## src/include/cfe_consts.svh

```systemverilog
// cfe_consts.svh: offsets, bit positions, reset values and limits
// assumes: included by bare name from package and design files
`ifndef CFE_CONSTS_SVH
`define CFE_CONSTS_SVH
`define CFE_OFS_IRQ_FLAGS 10'h228
`define CFE_OFS_FE_STATUS 10'h22c
`define CFE_OFS_FE_ENABLE 10'h22e
`define CFE_OFS_TX_ERR_CNT 10'h274
`define CFE_OFS_RX_ERR_CNT 10'h275
`define CFE_OFS_WARN_LIMIT 10'h276
`define CFE_OFS_ERR_CODE 10'h278
`define CFE_OFS_ARB_LOST 10'h27a
`define CFE_OFS_CORE_CTRL 10'h27c
`define CFE_OFS_CORE_STATUS 10'h27d
`define CFE_BIT_PBO 5
`define CFE_BIT_ARB 4
`define CFE_BIT_BUS_ERROR_FLAG 3
`define CFE_BIT_BUS_OFF_CHANGE_FLAG 2
`define CFE_BIT_WARN 1
`define CFE_BIT_PASS 0
`define CFE_BIT_FRAME_FAULT_IRQ_FLAG 4
`define CFE_BIT_MSG_FAULT_IRQ_FLAG 3
`define CFE_BIT_RX_BUFFER_FULL_IRQ_FLAG 2
`define CFE_BIT_TX_DONE_IRQ_FLAG 1
`define CFE_BIT_RX_DONE_IRQ_FLAG 0
`define CFE_BIT_BS 7
`define CFE_BIT_EP 6
`define CFE_BIT_EW 5
`define CFE_PASSIVE_LIMIT 9'h080
`define CFE_BUS_OFF_CHANGE_FLAG_TX_PRESET 8'h7f
`define CFE_TX_CNT_MAX 9'h0ff
`define CFE_WARN_LIMIT_RST 8'h60
`define CFE_RST_BYTE 8'h00
`define CFE_PREBUF_BYTES 13
`endif

```

## src/include/cfe_pkg.sv

```systemverilog
// cfe_pkg: types shared by the frame-error block
// assumes: cfe_consts.svh reachable on the include path
package cfe_pkg;
  `include "cfe_consts.svh"
  typedef enum logic [1:0] {BUS_ERROR_FLAG_BIT, BUS_ERROR_FLAG_FORM, BUS_ERROR_FLAG_STUFF, BUS_ERROR_FLAG_OTHER}
    cfe_err_type_t;
  typedef logic [4:0] cfe_field_t;
  typedef logic [7:0] cfe_byte_t;
  typedef logic [9:0] cfe_addr_t;
endpackage

```

## src/include/cfe_prebuf_if.sv

```systemverilog
// cfe_prebuf_if: link between the error core and its pre-buffer tracker
// assumes: one clock, driven inside the frame-error top
`timescale 1ns/1ps
interface cfe_prebuf_if;
  logic overflow;
  logic rx_byte;
  logic rx_eof;
  logic drained;
  modport core (input overflow, output rx_byte, output rx_eof,
    output drained);
  modport buf_side (output overflow, input rx_byte, input rx_eof,
    input drained);
endinterface

```

## src/core/cfe_prebuf.sv

```systemverilog
// cfe_prebuf: receive pre-buffer occupancy and overflow detection
// assumes: byte and end-of-frame strobes from the bit engine
`timescale 1ns/1ps
module cfe_prebuf (
  input wire logic clk,
  input wire logic rst_n,
  input wire logic ce,
  cfe_prebuf_if.buf_side pb
);
  import cfe_pkg::*;
  logic [3:0] cnt_ff;
  logic held_ff;
  logic drop_ff;
  // one stored frame is held until drained, the next frame fills cnt_ff
  always_ff @(posedge clk) begin
    if (!rst_n) begin
      held_ff <= 1'b0;
    end else if (ce) begin
      if (pb.rx_eof && !drop_ff && !held_ff) begin
        held_ff <= 1'b1;
      end else if (pb.drained) begin
        held_ff <= 1'b0;
      end
    end
  end
  // extra bytes beyond capacity are ignored once overflow is seen
  always_ff @(posedge clk) begin
    if (!rst_n) begin
      cnt_ff <= 4'h0;
      drop_ff <= 1'b0;
    end else if (ce) begin
      if (pb.rx_eof) begin
        cnt_ff <= 4'h0;
        drop_ff <= 1'b0;
      end else if (pb.rx_byte && !drop_ff) begin
        if (held_ff && cnt_ff == 4'(`CFE_PREBUF_BYTES)) begin
          drop_ff <= 1'b1;
        end else if (cnt_ff != 4'(`CFE_PREBUF_BYTES)) begin
          cnt_ff <= cnt_ff + 4'h1;
        end
      end
    end
  end
  // raised on byte arrival, before any acceptance filtering
  assign pb.overflow = ce && pb.rx_byte && !drop_ff && held_ff &&
    cnt_ff == 4'(`CFE_PREBUF_BYTES);
endmodule // cfe_prebuf

```

## src/core/cfe_frame_err.sv

```systemverilog
// cfe_frame_err: bus-error/arb-lost capture, fault confinement, flags
// assumes: bit engine on CORE_CLK supplies strobes; cpu byte port
`timescale 1ns/1ps
`include "cfe_consts.svh"
// Summary of operation
// - bus error code stores type in 7:6 and direction in bit 5
// - bits 4:0 of the error code hold the frame field code
// - pre-buffer holds one whole frame of up to 13 bytes
// - overflow drops further bytes and sets flag bit 5, write-one-clear
// - overflow is flagged before filtering, with no object number
// - arbitration loss sets flag bit 4, cleared by reading capture
// - arb capture holds position in 4:0, bits 7:5 read zero
// - position code counts from 0 at ID28 up to 31 for RTR
// - no new arb capture until the cpu has read the register
// - warning bit set when a counter reaches limit, clear when both below
// - warning change flag sets on both edges, write-one-clear
// - passive bit set at 128 or more, clears when both below 128
// - passive change flag sets on both edges, write-one-clear
// - tx counter over 255 gives bus-off, hold request, tx 127, rx 0
// - bus state bit is 1 while bus-off until recovery completes
// - after release, 128 bus-free events return bus-on with counters 0
// - any tx value but 127 written while bus-off, before the first bus-free event, gives one-event recovery
// - tx counter takes cpu writes only in reset mode
// - irq flags at 228h, bits 4:2 write-one-clear (4 only once status is clear), done bits 1:0 mirror inputs
// - status at 22Ch, bus error flag clears on error code read
// - enable register at 22Eh, one enable per status bit
// - an enabled hardware-set status flag sets the frame irq flag
// - bus error sets flag bit 3, no new code until read
module cfe_frame_err (
  input wire logic CORE_CLK,
  input wire logic RESET_N,
  input wire logic CLK_EN,
  input wire cfe_pkg::cfe_addr_t REG_ADDR,
  input wire logic REG_WR,
  input wire logic REG_RD,
  input wire cfe_pkg::cfe_byte_t REG_WDATA,
  output logic [7:0] REG_RDATA,
  input wire logic BUS_ERR,
  input wire cfe_pkg::cfe_err_type_t BUS_ERR_TYPE,
  input wire logic BUS_ERR_RX,
  input wire cfe_pkg::cfe_field_t BUS_ERR_FIELD,
  input wire logic ARB_LOST,
  input wire cfe_pkg::cfe_field_t ARB_LOST_POS,
  input wire logic TX_ERR_INC,
  input wire logic TX_ERR_INC8,
  input wire logic RX_ERR_INC,
  input wire logic TX_ERR_DEC,
  input wire logic RX_ERR_DEC,
  input wire logic BUS_FREE,
  input wire logic RX_BYTE,
  input wire logic RX_EOF,
  input wire logic PREBUF_DRAINED,
  input wire logic MSG_ERR_SET,
  input wire logic RX_FULL_SET,
  input wire logic TX_DONE,
  input wire logic RX_DONE,
  output logic CORE_HOLD,
  output logic BUS_OFF,
  output logic FRAME_IRQ
);
  import cfe_pkg::*;
  cfe_prebuf_if pbi ();
  logic [5:0] fes_ff, fee_ff, fes_set;
  logic [4:0] irq_ff;
  logic [7:0] ecc_ff, alc_ff, txc_ff, rxc_ff, ewl_ff;
  logic ecc_lock_ff, alc_lock_ff, hold_ff, bs_ff, ew_ff, ep_ff;
  logic [7:0] bus_off_change_flag_left_ff;
  logic wr_stat, wr_irq, rd_ecc, rd_alc, wr_tx, nxt_ew, nxt_ep;
  logic [8:0] nxt_tx;
  logic bus_off_change_flag_enter, bus_off_change_flag_exit, fast_rec, forced_ff;
  logic [8:0] tx_w, rx_w;

  assign pbi.rx_byte = RX_BYTE;
  assign pbi.rx_eof = RX_EOF;
  assign pbi.drained = PREBUF_DRAINED;
  cfe_prebuf u_prebuf (
    .clk(CORE_CLK),
    .rst_n(RESET_N),
    .ce(CLK_EN),
    .pb(pbi)
  );

  assign wr_stat = CLK_EN && REG_WR && REG_ADDR == `CFE_OFS_FE_STATUS;
  assign wr_irq = CLK_EN && REG_WR && REG_ADDR == `CFE_OFS_IRQ_FLAGS;
  assign rd_ecc = CLK_EN && REG_RD && REG_ADDR == `CFE_OFS_ERR_CODE;
  assign rd_alc = CLK_EN && REG_RD && REG_ADDR == `CFE_OFS_ARB_LOST;
  assign wr_tx = CLK_EN && REG_WR && REG_ADDR == `CFE_OFS_TX_ERR_CNT;

  // bus error capture, frozen until read
  always_ff @(posedge CORE_CLK) begin
    if (!RESET_N) begin
      ecc_ff <= `CFE_RST_BYTE;
      ecc_lock_ff <= 1'b0;
    end else if (CLK_EN) begin
      if (BUS_ERR && !ecc_lock_ff) begin
        ecc_ff <= {BUS_ERR_TYPE, BUS_ERR_RX, BUS_ERR_FIELD};
        ecc_lock_ff <= 1'b1;
      end else if (rd_ecc) begin
        ecc_lock_ff <= 1'b0;
      end
    end
  end

  // arbitration-lost capture, re-armed only by a read
  always_ff @(posedge CORE_CLK) begin
    if (!RESET_N) begin
      alc_ff <= `CFE_RST_BYTE;
      alc_lock_ff <= 1'b0;
    end else if (CLK_EN) begin
      if (ARB_LOST && !alc_lock_ff) begin
        alc_ff <= {3'h0, ARB_LOST_POS};
        alc_lock_ff <= 1'b1;
      end else if (rd_alc) begin
        alc_lock_ff <= 1'b0;
      end
    end
  end

  // counter arithmetic on 9 bits so overflow past 255 is visible
  always_comb begin
    tx_w = {1'b0, txc_ff};
    rx_w = {1'b0, rxc_ff};
    if (!hold_ff && !bs_ff) begin
      if (TX_ERR_INC8) begin
        tx_w = tx_w + 9'h008;
      end else if (TX_ERR_INC) begin
        tx_w = tx_w + 9'h001;
      end else if (TX_ERR_DEC && tx_w != 9'h000) begin
        tx_w = tx_w - 9'h001;
      end
      if (RX_ERR_INC && rx_w != 9'h0ff) begin
        rx_w = rx_w + 9'h001;
      end else if (RX_ERR_DEC && rx_w != 9'h000) begin
        rx_w = rx_w - 9'h001;
      end
    end
    nxt_tx = tx_w;
  end
  // only a written 255 forces entry; a counted 255 is still bus-on
  assign bus_off_change_flag_enter = !bs_ff && !hold_ff &&
    (nxt_tx > `CFE_TX_CNT_MAX || forced_ff);
  // fast path only before the first event, else decrements would trip it
  assign fast_rec = bus_off_change_flag_left_ff == 8'h80 &&
    txc_ff != `CFE_BUS_OFF_CHANGE_FLAG_TX_PRESET;
  assign bus_off_change_flag_exit = bs_ff && !hold_ff && BUS_FREE &&
    (fast_rec || bus_off_change_flag_left_ff == 8'h01);

  // fault confinement counters and bus state
  always_ff @(posedge CORE_CLK) begin
    if (!RESET_N) begin
      txc_ff <= `CFE_RST_BYTE;
      rxc_ff <= `CFE_RST_BYTE;
      bs_ff <= 1'b0;
      bus_off_change_flag_left_ff <= 8'h00;
    end else if (CLK_EN) begin
      if (bus_off_change_flag_enter) begin
        bs_ff <= 1'b1;
        txc_ff <= `CFE_BUS_OFF_CHANGE_FLAG_TX_PRESET;
        rxc_ff <= `CFE_RST_BYTE;
        bus_off_change_flag_left_ff <= 8'h80;
      end else if (bus_off_change_flag_exit) begin
        bs_ff <= 1'b0;
        txc_ff <= `CFE_RST_BYTE;
        rxc_ff <= `CFE_RST_BYTE;
      end else if (wr_tx && hold_ff) begin
        txc_ff <= REG_WDATA;
      end else if (bs_ff && !hold_ff && BUS_FREE) begin
        txc_ff <= txc_ff - 8'h01;
        bus_off_change_flag_left_ff <= bus_off_change_flag_left_ff - 8'h01;
      end else if (!bs_ff) begin
        txc_ff <= nxt_tx[7:0];
        rxc_ff <= rx_w[7:0];
      end
    end
  end

  // reset-mode request and warning limit
  always_ff @(posedge CORE_CLK) begin
    if (!RESET_N) begin
      hold_ff <= 1'b1;
      ewl_ff <= `CFE_WARN_LIMIT_RST;
      forced_ff <= 1'b0;
    end else if (CLK_EN) begin
      if (bus_off_change_flag_enter) begin
        forced_ff <= 1'b0;
      end else if (wr_tx && hold_ff && !bs_ff) begin
        forced_ff <= REG_WDATA == 8'hff;
      end
      if (bus_off_change_flag_enter) begin
        hold_ff <= 1'b1;
      end else if (REG_WR && REG_ADDR == `CFE_OFS_CORE_CTRL) begin
        hold_ff <= REG_WDATA[0];
      end
      if (REG_WR && REG_ADDR == `CFE_OFS_WARN_LIMIT && hold_ff) begin
        ewl_ff <= REG_WDATA;
      end
    end
  end

  assign nxt_ew = txc_ff >= ewl_ff || rxc_ff >= ewl_ff;
  assign nxt_ep = {1'b0, txc_ff} >= `CFE_PASSIVE_LIMIT ||
    {1'b0, rxc_ff} >= `CFE_PASSIVE_LIMIT;
  always_ff @(posedge CORE_CLK) begin
    if (!RESET_N) begin
      ew_ff <= 1'b0;
      ep_ff <= 1'b0;
    end else if (CLK_EN) begin
      ew_ff <= nxt_ew;
      ep_ff <= nxt_ep;
    end
  end

  // hardware set events per status bit
  always_comb begin
    fes_set = 6'h00;
    fes_set[`CFE_BIT_PBO] = pbi.overflow;
    fes_set[`CFE_BIT_ARB] = ARB_LOST && !alc_lock_ff;
    fes_set[`CFE_BIT_BUS_ERROR_FLAG] = BUS_ERR && !ecc_lock_ff;
    fes_set[`CFE_BIT_BUS_OFF_CHANGE_FLAG] = bus_off_change_flag_enter || bus_off_change_flag_exit;
    fes_set[`CFE_BIT_WARN] = nxt_ew != ew_ff;
    fes_set[`CFE_BIT_PASS] = nxt_ep != ep_ff;
  end

  // status flags: set wins over any clear
  always_ff @(posedge CORE_CLK) begin
    if (!RESET_N) begin
      fes_ff <= 6'h00;
    end else if (CLK_EN) begin
      for (int i = 0; i < 6; i++) begin
        if (fes_set[i]) begin
          fes_ff[i] <= 1'b1;
        end else if (i == `CFE_BIT_ARB && rd_alc) begin
          fes_ff[i] <= 1'b0;
        end else if (i == `CFE_BIT_BUS_ERROR_FLAG && rd_ecc) begin
          fes_ff[i] <= 1'b0;
        end else if (i != `CFE_BIT_ARB && i != `CFE_BIT_BUS_ERROR_FLAG &&
            wr_stat && REG_WDATA[i]) begin
          fes_ff[i] <= 1'b0;
        end
      end
    end
  end

  always_ff @(posedge CORE_CLK) begin
    if (!RESET_N) begin
      fee_ff <= 6'h00;
    end else if (CLK_EN && REG_WR && REG_ADDR == `CFE_OFS_FE_ENABLE) begin
      fee_ff <= REG_WDATA[5:0];
    end
  end

  // frame_fault_irq_flag clears only once every status flag is already clear
  always_ff @(posedge CORE_CLK) begin
    if (!RESET_N) begin
      irq_ff <= 5'h00;
    end else if (CLK_EN) begin
      if (|(fes_set & fee_ff)) begin
        irq_ff[`CFE_BIT_FRAME_FAULT_IRQ_FLAG] <= 1'b1;
      end else if (wr_irq && REG_WDATA[`CFE_BIT_FRAME_FAULT_IRQ_FLAG] && fes_ff == 6'h00)
      begin
        irq_ff[`CFE_BIT_FRAME_FAULT_IRQ_FLAG] <= 1'b0;
      end
      if (MSG_ERR_SET) begin
        irq_ff[`CFE_BIT_MSG_FAULT_IRQ_FLAG] <= 1'b1;
      end else if (wr_irq && REG_WDATA[`CFE_BIT_MSG_FAULT_IRQ_FLAG]) begin
        irq_ff[`CFE_BIT_MSG_FAULT_IRQ_FLAG] <= 1'b0;
      end
      if (RX_FULL_SET) begin
        irq_ff[`CFE_BIT_RX_BUFFER_FULL_IRQ_FLAG] <= 1'b1;
      end else if (wr_irq && REG_WDATA[`CFE_BIT_RX_BUFFER_FULL_IRQ_FLAG]) begin
        irq_ff[`CFE_BIT_RX_BUFFER_FULL_IRQ_FLAG] <= 1'b0;
      end
      // completion flags are cleared by their own message logic elsewhere
      irq_ff[`CFE_BIT_TX_DONE_IRQ_FLAG] <= TX_DONE;
      irq_ff[`CFE_BIT_RX_DONE_IRQ_FLAG] <= RX_DONE;
    end
  end

  always_ff @(posedge CORE_CLK) begin
    if (!RESET_N) begin
      REG_RDATA <= 8'h00;
    end else if (CLK_EN && REG_RD) begin
      unique case (REG_ADDR)
        `CFE_OFS_IRQ_FLAGS: REG_RDATA <= {3'h0, irq_ff};
        `CFE_OFS_FE_STATUS: REG_RDATA <= {2'h0, fes_ff};
        `CFE_OFS_FE_ENABLE: REG_RDATA <= {2'h0, fee_ff};
        `CFE_OFS_TX_ERR_CNT: REG_RDATA <= txc_ff;
        `CFE_OFS_RX_ERR_CNT: REG_RDATA <= rxc_ff;
        `CFE_OFS_WARN_LIMIT: REG_RDATA <= ewl_ff;
        `CFE_OFS_ERR_CODE: REG_RDATA <= ecc_ff;
        `CFE_OFS_ARB_LOST: REG_RDATA <= alc_ff;
        `CFE_OFS_CORE_CTRL: REG_RDATA <= {7'h00, hold_ff};
        `CFE_OFS_CORE_STATUS: REG_RDATA <= {bs_ff, ep_ff, ew_ff, 5'h00};
        default: REG_RDATA <= 8'h00;
      endcase
    end
  end

  assign CORE_HOLD = hold_ff;
  assign BUS_OFF = bs_ff;
  assign FRAME_IRQ = irq_ff[`CFE_BIT_FRAME_FAULT_IRQ_FLAG];
endmodule // cfe_frame_err

```

## config.mk

```make
export PLATFORM = sky130hd
export DESIGN_NAME = cfe_frame_err
export DESIGN_NICKNAME = d
export VERILOG_FILES = /design/src/include/cfe_pkg.sv /design/src/include/cfe_prebuf_if.sv /design/src/core/cfe_prebuf.sv /design/src/core/cfe_frame_err.sv
export VERILOG_INCLUDE_DIRS = /design/src /design/src/include
export SDC_FILE = /design/constraint.sdc
export NUM_CORES = 1
export LEC_CHECK = 0
export BUFFER_PORTS_ARGS = -buffer_cell sky130_fd_sc_hd__buf_2
export CORE_MARGIN = 2
export CORE_UTILIZATION = 54
export DETAILED_ROUTE_END_ITERATION = 12
export GPL_ROUTABILITY_DRIVEN = 0
export PLACE_DENSITY_LB_ADDON = 0.3
export SETUP_SLACK_MARGIN = 0.4
export SLEW_MARGIN = 25
export SYNTH_ARGS = -nofsm -noshare
export SYNTH_HDL_FRONTEND = slang
export SYNTH_SLANG_ARGS = --single-unit
```

## constraint.sdc

```tcl
create_clock -name CORE_CLK -period 2.61 [get_ports CORE_CLK]
set_input_delay 0.1305 -clock CORE_CLK [delete_from_list [all_inputs] [get_ports CORE_CLK]]
set_output_delay 0.1305 -clock CORE_CLK [all_outputs]
set_load 0.005 [all_outputs]
```

==> metrics.txt <==
status=finished clean; Clock Skew=~0.011 ns; grt met3 use=between 6 and 7%; Top FF cell, synth=dfxtp_1; CP Capture Type=register; worst vdd rail ir drop=between 0.2 and 0.25 mV; Rows=36; Worst EP arrival=between 2 and 3 ns; setup tns final=0 ns; via count=6007; Wirelength per Cell=approximately 19 microns; largest area contributor in the netlist=dfxtp_1; class of the worst hold path=input port to register; Layout Nets=approximately 870; Die X-Extent=103 microns; post-synth design cell area=~5300 sq um; Lkg Pwr=between 2 and 3 nW; Root Buffer Master=clkbuf_8; Critical Path Start=rxc_ff[1]; Vias/cell=6.49; CP Capture Point=rxc_ff[6]; most frequent cells in the layout=72 x dfxtp_1, 70 x nor2_1, 65 x nand2_1; reg-to-reg slack, setup=0.24 ns; DP Area=between 5000 and 6000 sq um; Max FO, Critical Path=4; clk buf depth=2; syn nets=roughly 770; DRC errors left=0; RSZ-0062 raised after global routing=yes; Seq/Total Area, Yosys=between 30% and 40%; Die Area=between 10000 and 15000 sq um; ANT nets after route=0; share of the synthesized area in the top cell type=a little under a third; f_max=between 0.4 and 0.5 GHz; CTS H-tree lvls=3; ANT cells=0; Worst-Margin Slew=about 0.65 ns; Yosys cell types=roughly 70; Final min period=2.37 ns; CTS Sinks=slightly above 80; final worst path period share=about nine tenths; gr usage total=around a third; final WL=~18000 microns; commonest non-fill, non-tap cell in the layout=dfxtp_1; hold path depth=3; synth-to-layout area growth=27.2%; critical path class=register to register; max-slew violation count=0; clk slew on worst S/H paths=approximately 0.090 ns; largest net degree at the start of global routing=30; Synth warnings=0; die height=between 100 and 150 microns; synth top area cells=dfxtp_1 31%, ha_1 7.5%, a21oi_1 5.1%; Initial Utilization=between 50% and 60%; final hold vios=0; cts bufs inserted=9; area of the core=9680 sq um; layout cells sized above 1=between 20% and 30%; I/O Pins=62; r2r endpoint=rxc_ff[6]; global-route wire length before repair=around 27000 microns; total congestion overflow=0; drt first pass iters=5; CTS tree=built; initial drt markers=638; Max Cap Viol=0; R2R Path Start=rxc_ff[1]; reg2reg path depth=11; initial antenna violation count=0; FFs w/ async S/R, synth=0%; Mapped Avg Cell Area=7.80 sq um; PortBufs=61; gr busiest metal=met2; Setup violations, final=0; detailed placement HPWL=12200 microns; Final Instance Area=6760 sq um; vias in the first global route=between 5000 and 6000; Post-synth EDFFs=0; worst path required time=2.86 ns; GR Util met2=51.4%; Mapped Cells=~680; met1 Track Usage GR=just over 40%; slew margin rel.=about 55%; FF+latch count, synth=between 80 and 90; crit start category=register; clock latency on the worst-skew pair=between 0.3 and 0.4 ns; Pwr Density=~400 nW/um^2
-- critical path, cell delays in order, from the launching register on --
cell and delay (ns):
dfxtp_1 0.37, nand4_1 0.18, o21ai_4 0.23, buf_4 0.15, ha_4 0.20, nor2b_2 0.16, o21a_1 0.18, o21a_1 0.18
o21ai_1 0.12, nand2b_1 0.08, xnor2_1 0.13, o41ai_1 0.27
-- flip-flops by register name, summed over array words and instances (netlist names), 4 cells and up --
| register | cells |
|---|---|
| alc_ff | 5 |
| txc_ff | 8 |
| irq_ff | 5 |
| fee_ff | 6 |
| u_prebuf.cnt_ff | 4 |
| REG_RDATA | 8 |
| rxc_ff | 8 |
| fes_ff | 6 |
| ewl_ff | 8 |
| bus_off_change_flag_left_ff | 8 |
| ecc_ff | 8 |
-- synth_stat cells, types with 8 or more instances --
| library cell | count |
|---|---|
| dfxtp_1 | 81 |
| nand2_1 | 70 |
| nor2_1 | 70 |
| a21oi_1 | 54 |
| nand3_1 | 38 |
| ha_1 | 32 |
| clkbuf_1 | 31 |
| o21ai_0 | 26 |
| inv_1 | 25 |
| mux2i_1 | 25 |
| nor3_1 | 20 |
| a31oi_1 | 11 |
| nor2b_1 | 11 |
| o22ai_1 | 11 |
| xor2_1 | 11 |
| nand4_1 | 10 |
| xnor2_1 | 10 |
| a211oi_1 | 8 |
| a22oi_1 | 8 |
| a32oi_1 | 8 |
-- routing by layer --
metal  up-vias  wire (microns)  part of all wire, %
li1       2729               -                    -
met1      2831            6930                   39
met2       366            8300                   47
met3        81            1750                  9.9
met4         0             756                  4.3
met5         -               0                    0
-- where the power goes --
part | switching, W | internal [W] | total (W) | leakage (nW)
registers | 0.0000310 | 0.00126 | 0.00130 | 0.662
clock network | 0.000517 | 0.000450 | 0.000967 | 0.0938
logic | 0.000261 | 0.000193 | 0.000454 | 1.95
total | 0.000809 | 0.00191 | 0.00272 | 2.70
-- metrics by stage --
stage | utilization [%] | std cells | total power, W | setup WS (ns) | hold slack (ns)
final | 69.8 | 926 | 0.00272 | 0.239 | 0.00616
after global routing | 69.8 | 926 | 0.00281 | 0.0565 | 0.0154
after CTS | 66.1 | 914 | 0.00266 | 0.233 | 0.00118
after detailed placement | 61.7 | 881 | 0.00169 | 0.123 | 0.348
after global placement | 61.7 | 881 | 0.00168 | 0.216 | 0.336
after floorplan | - | 681 | 0.00155 | 0.253 | 0.249
-- layout make-up --
cell class	count	area, sq um
clock inverters	7	77.6
fillers	766	2930
well taps	133	166
inverters	26	100
clock buffers	9	124
multi-input cells	536	3760
flip-flops and latches	81	1640
repair buffers	134	893
-- worst min-delay path by stage --
stage	startpoint	end
floorplan	PREBUF_DRAINED	u_prebuf.held_ff
global placement	PREBUF_DRAINED	u_prebuf.held_ff
global route	ARB_LOST_POS[3]	alc_ff[3]
detailed placement	PREBUF_DRAINED	u_prebuf.held_ff
finish	ARB_LOST_POS[3]	alc_ff[3]
CTS	ARB_LOST_POS[3]	alc_ff[3]
-- kinds of logic (layout without fill, tap and decap cells) --
logic type	after synthesis	count (layout)	share of synthesized area [%]
AND/OR/NAND/NOR	265	265	24.3
multiplexers	30	30	5.77
adder cells (fa/ha/maj)	33	33	7.91
AO/OA/AOI/OAI	187	187	23.4
buffers and inverters	64	176	4.73
XOR/XNOR	21	21	3.46
flip-flops	81	81	30.5
-- what timing repair did --
action | 4_1_cts | 5_1_grt
hold endpoints to repair | 1 | 0
hold buffers | 1 | 0
pin swaps | 12 | 25
setup endpoints to repair | 20 | 21
resized for setup | 27 | 56
cloned | 0 | 0
setup buffers | 16 | 12
No activity file was read; power rests on OpenSTA's default activity.
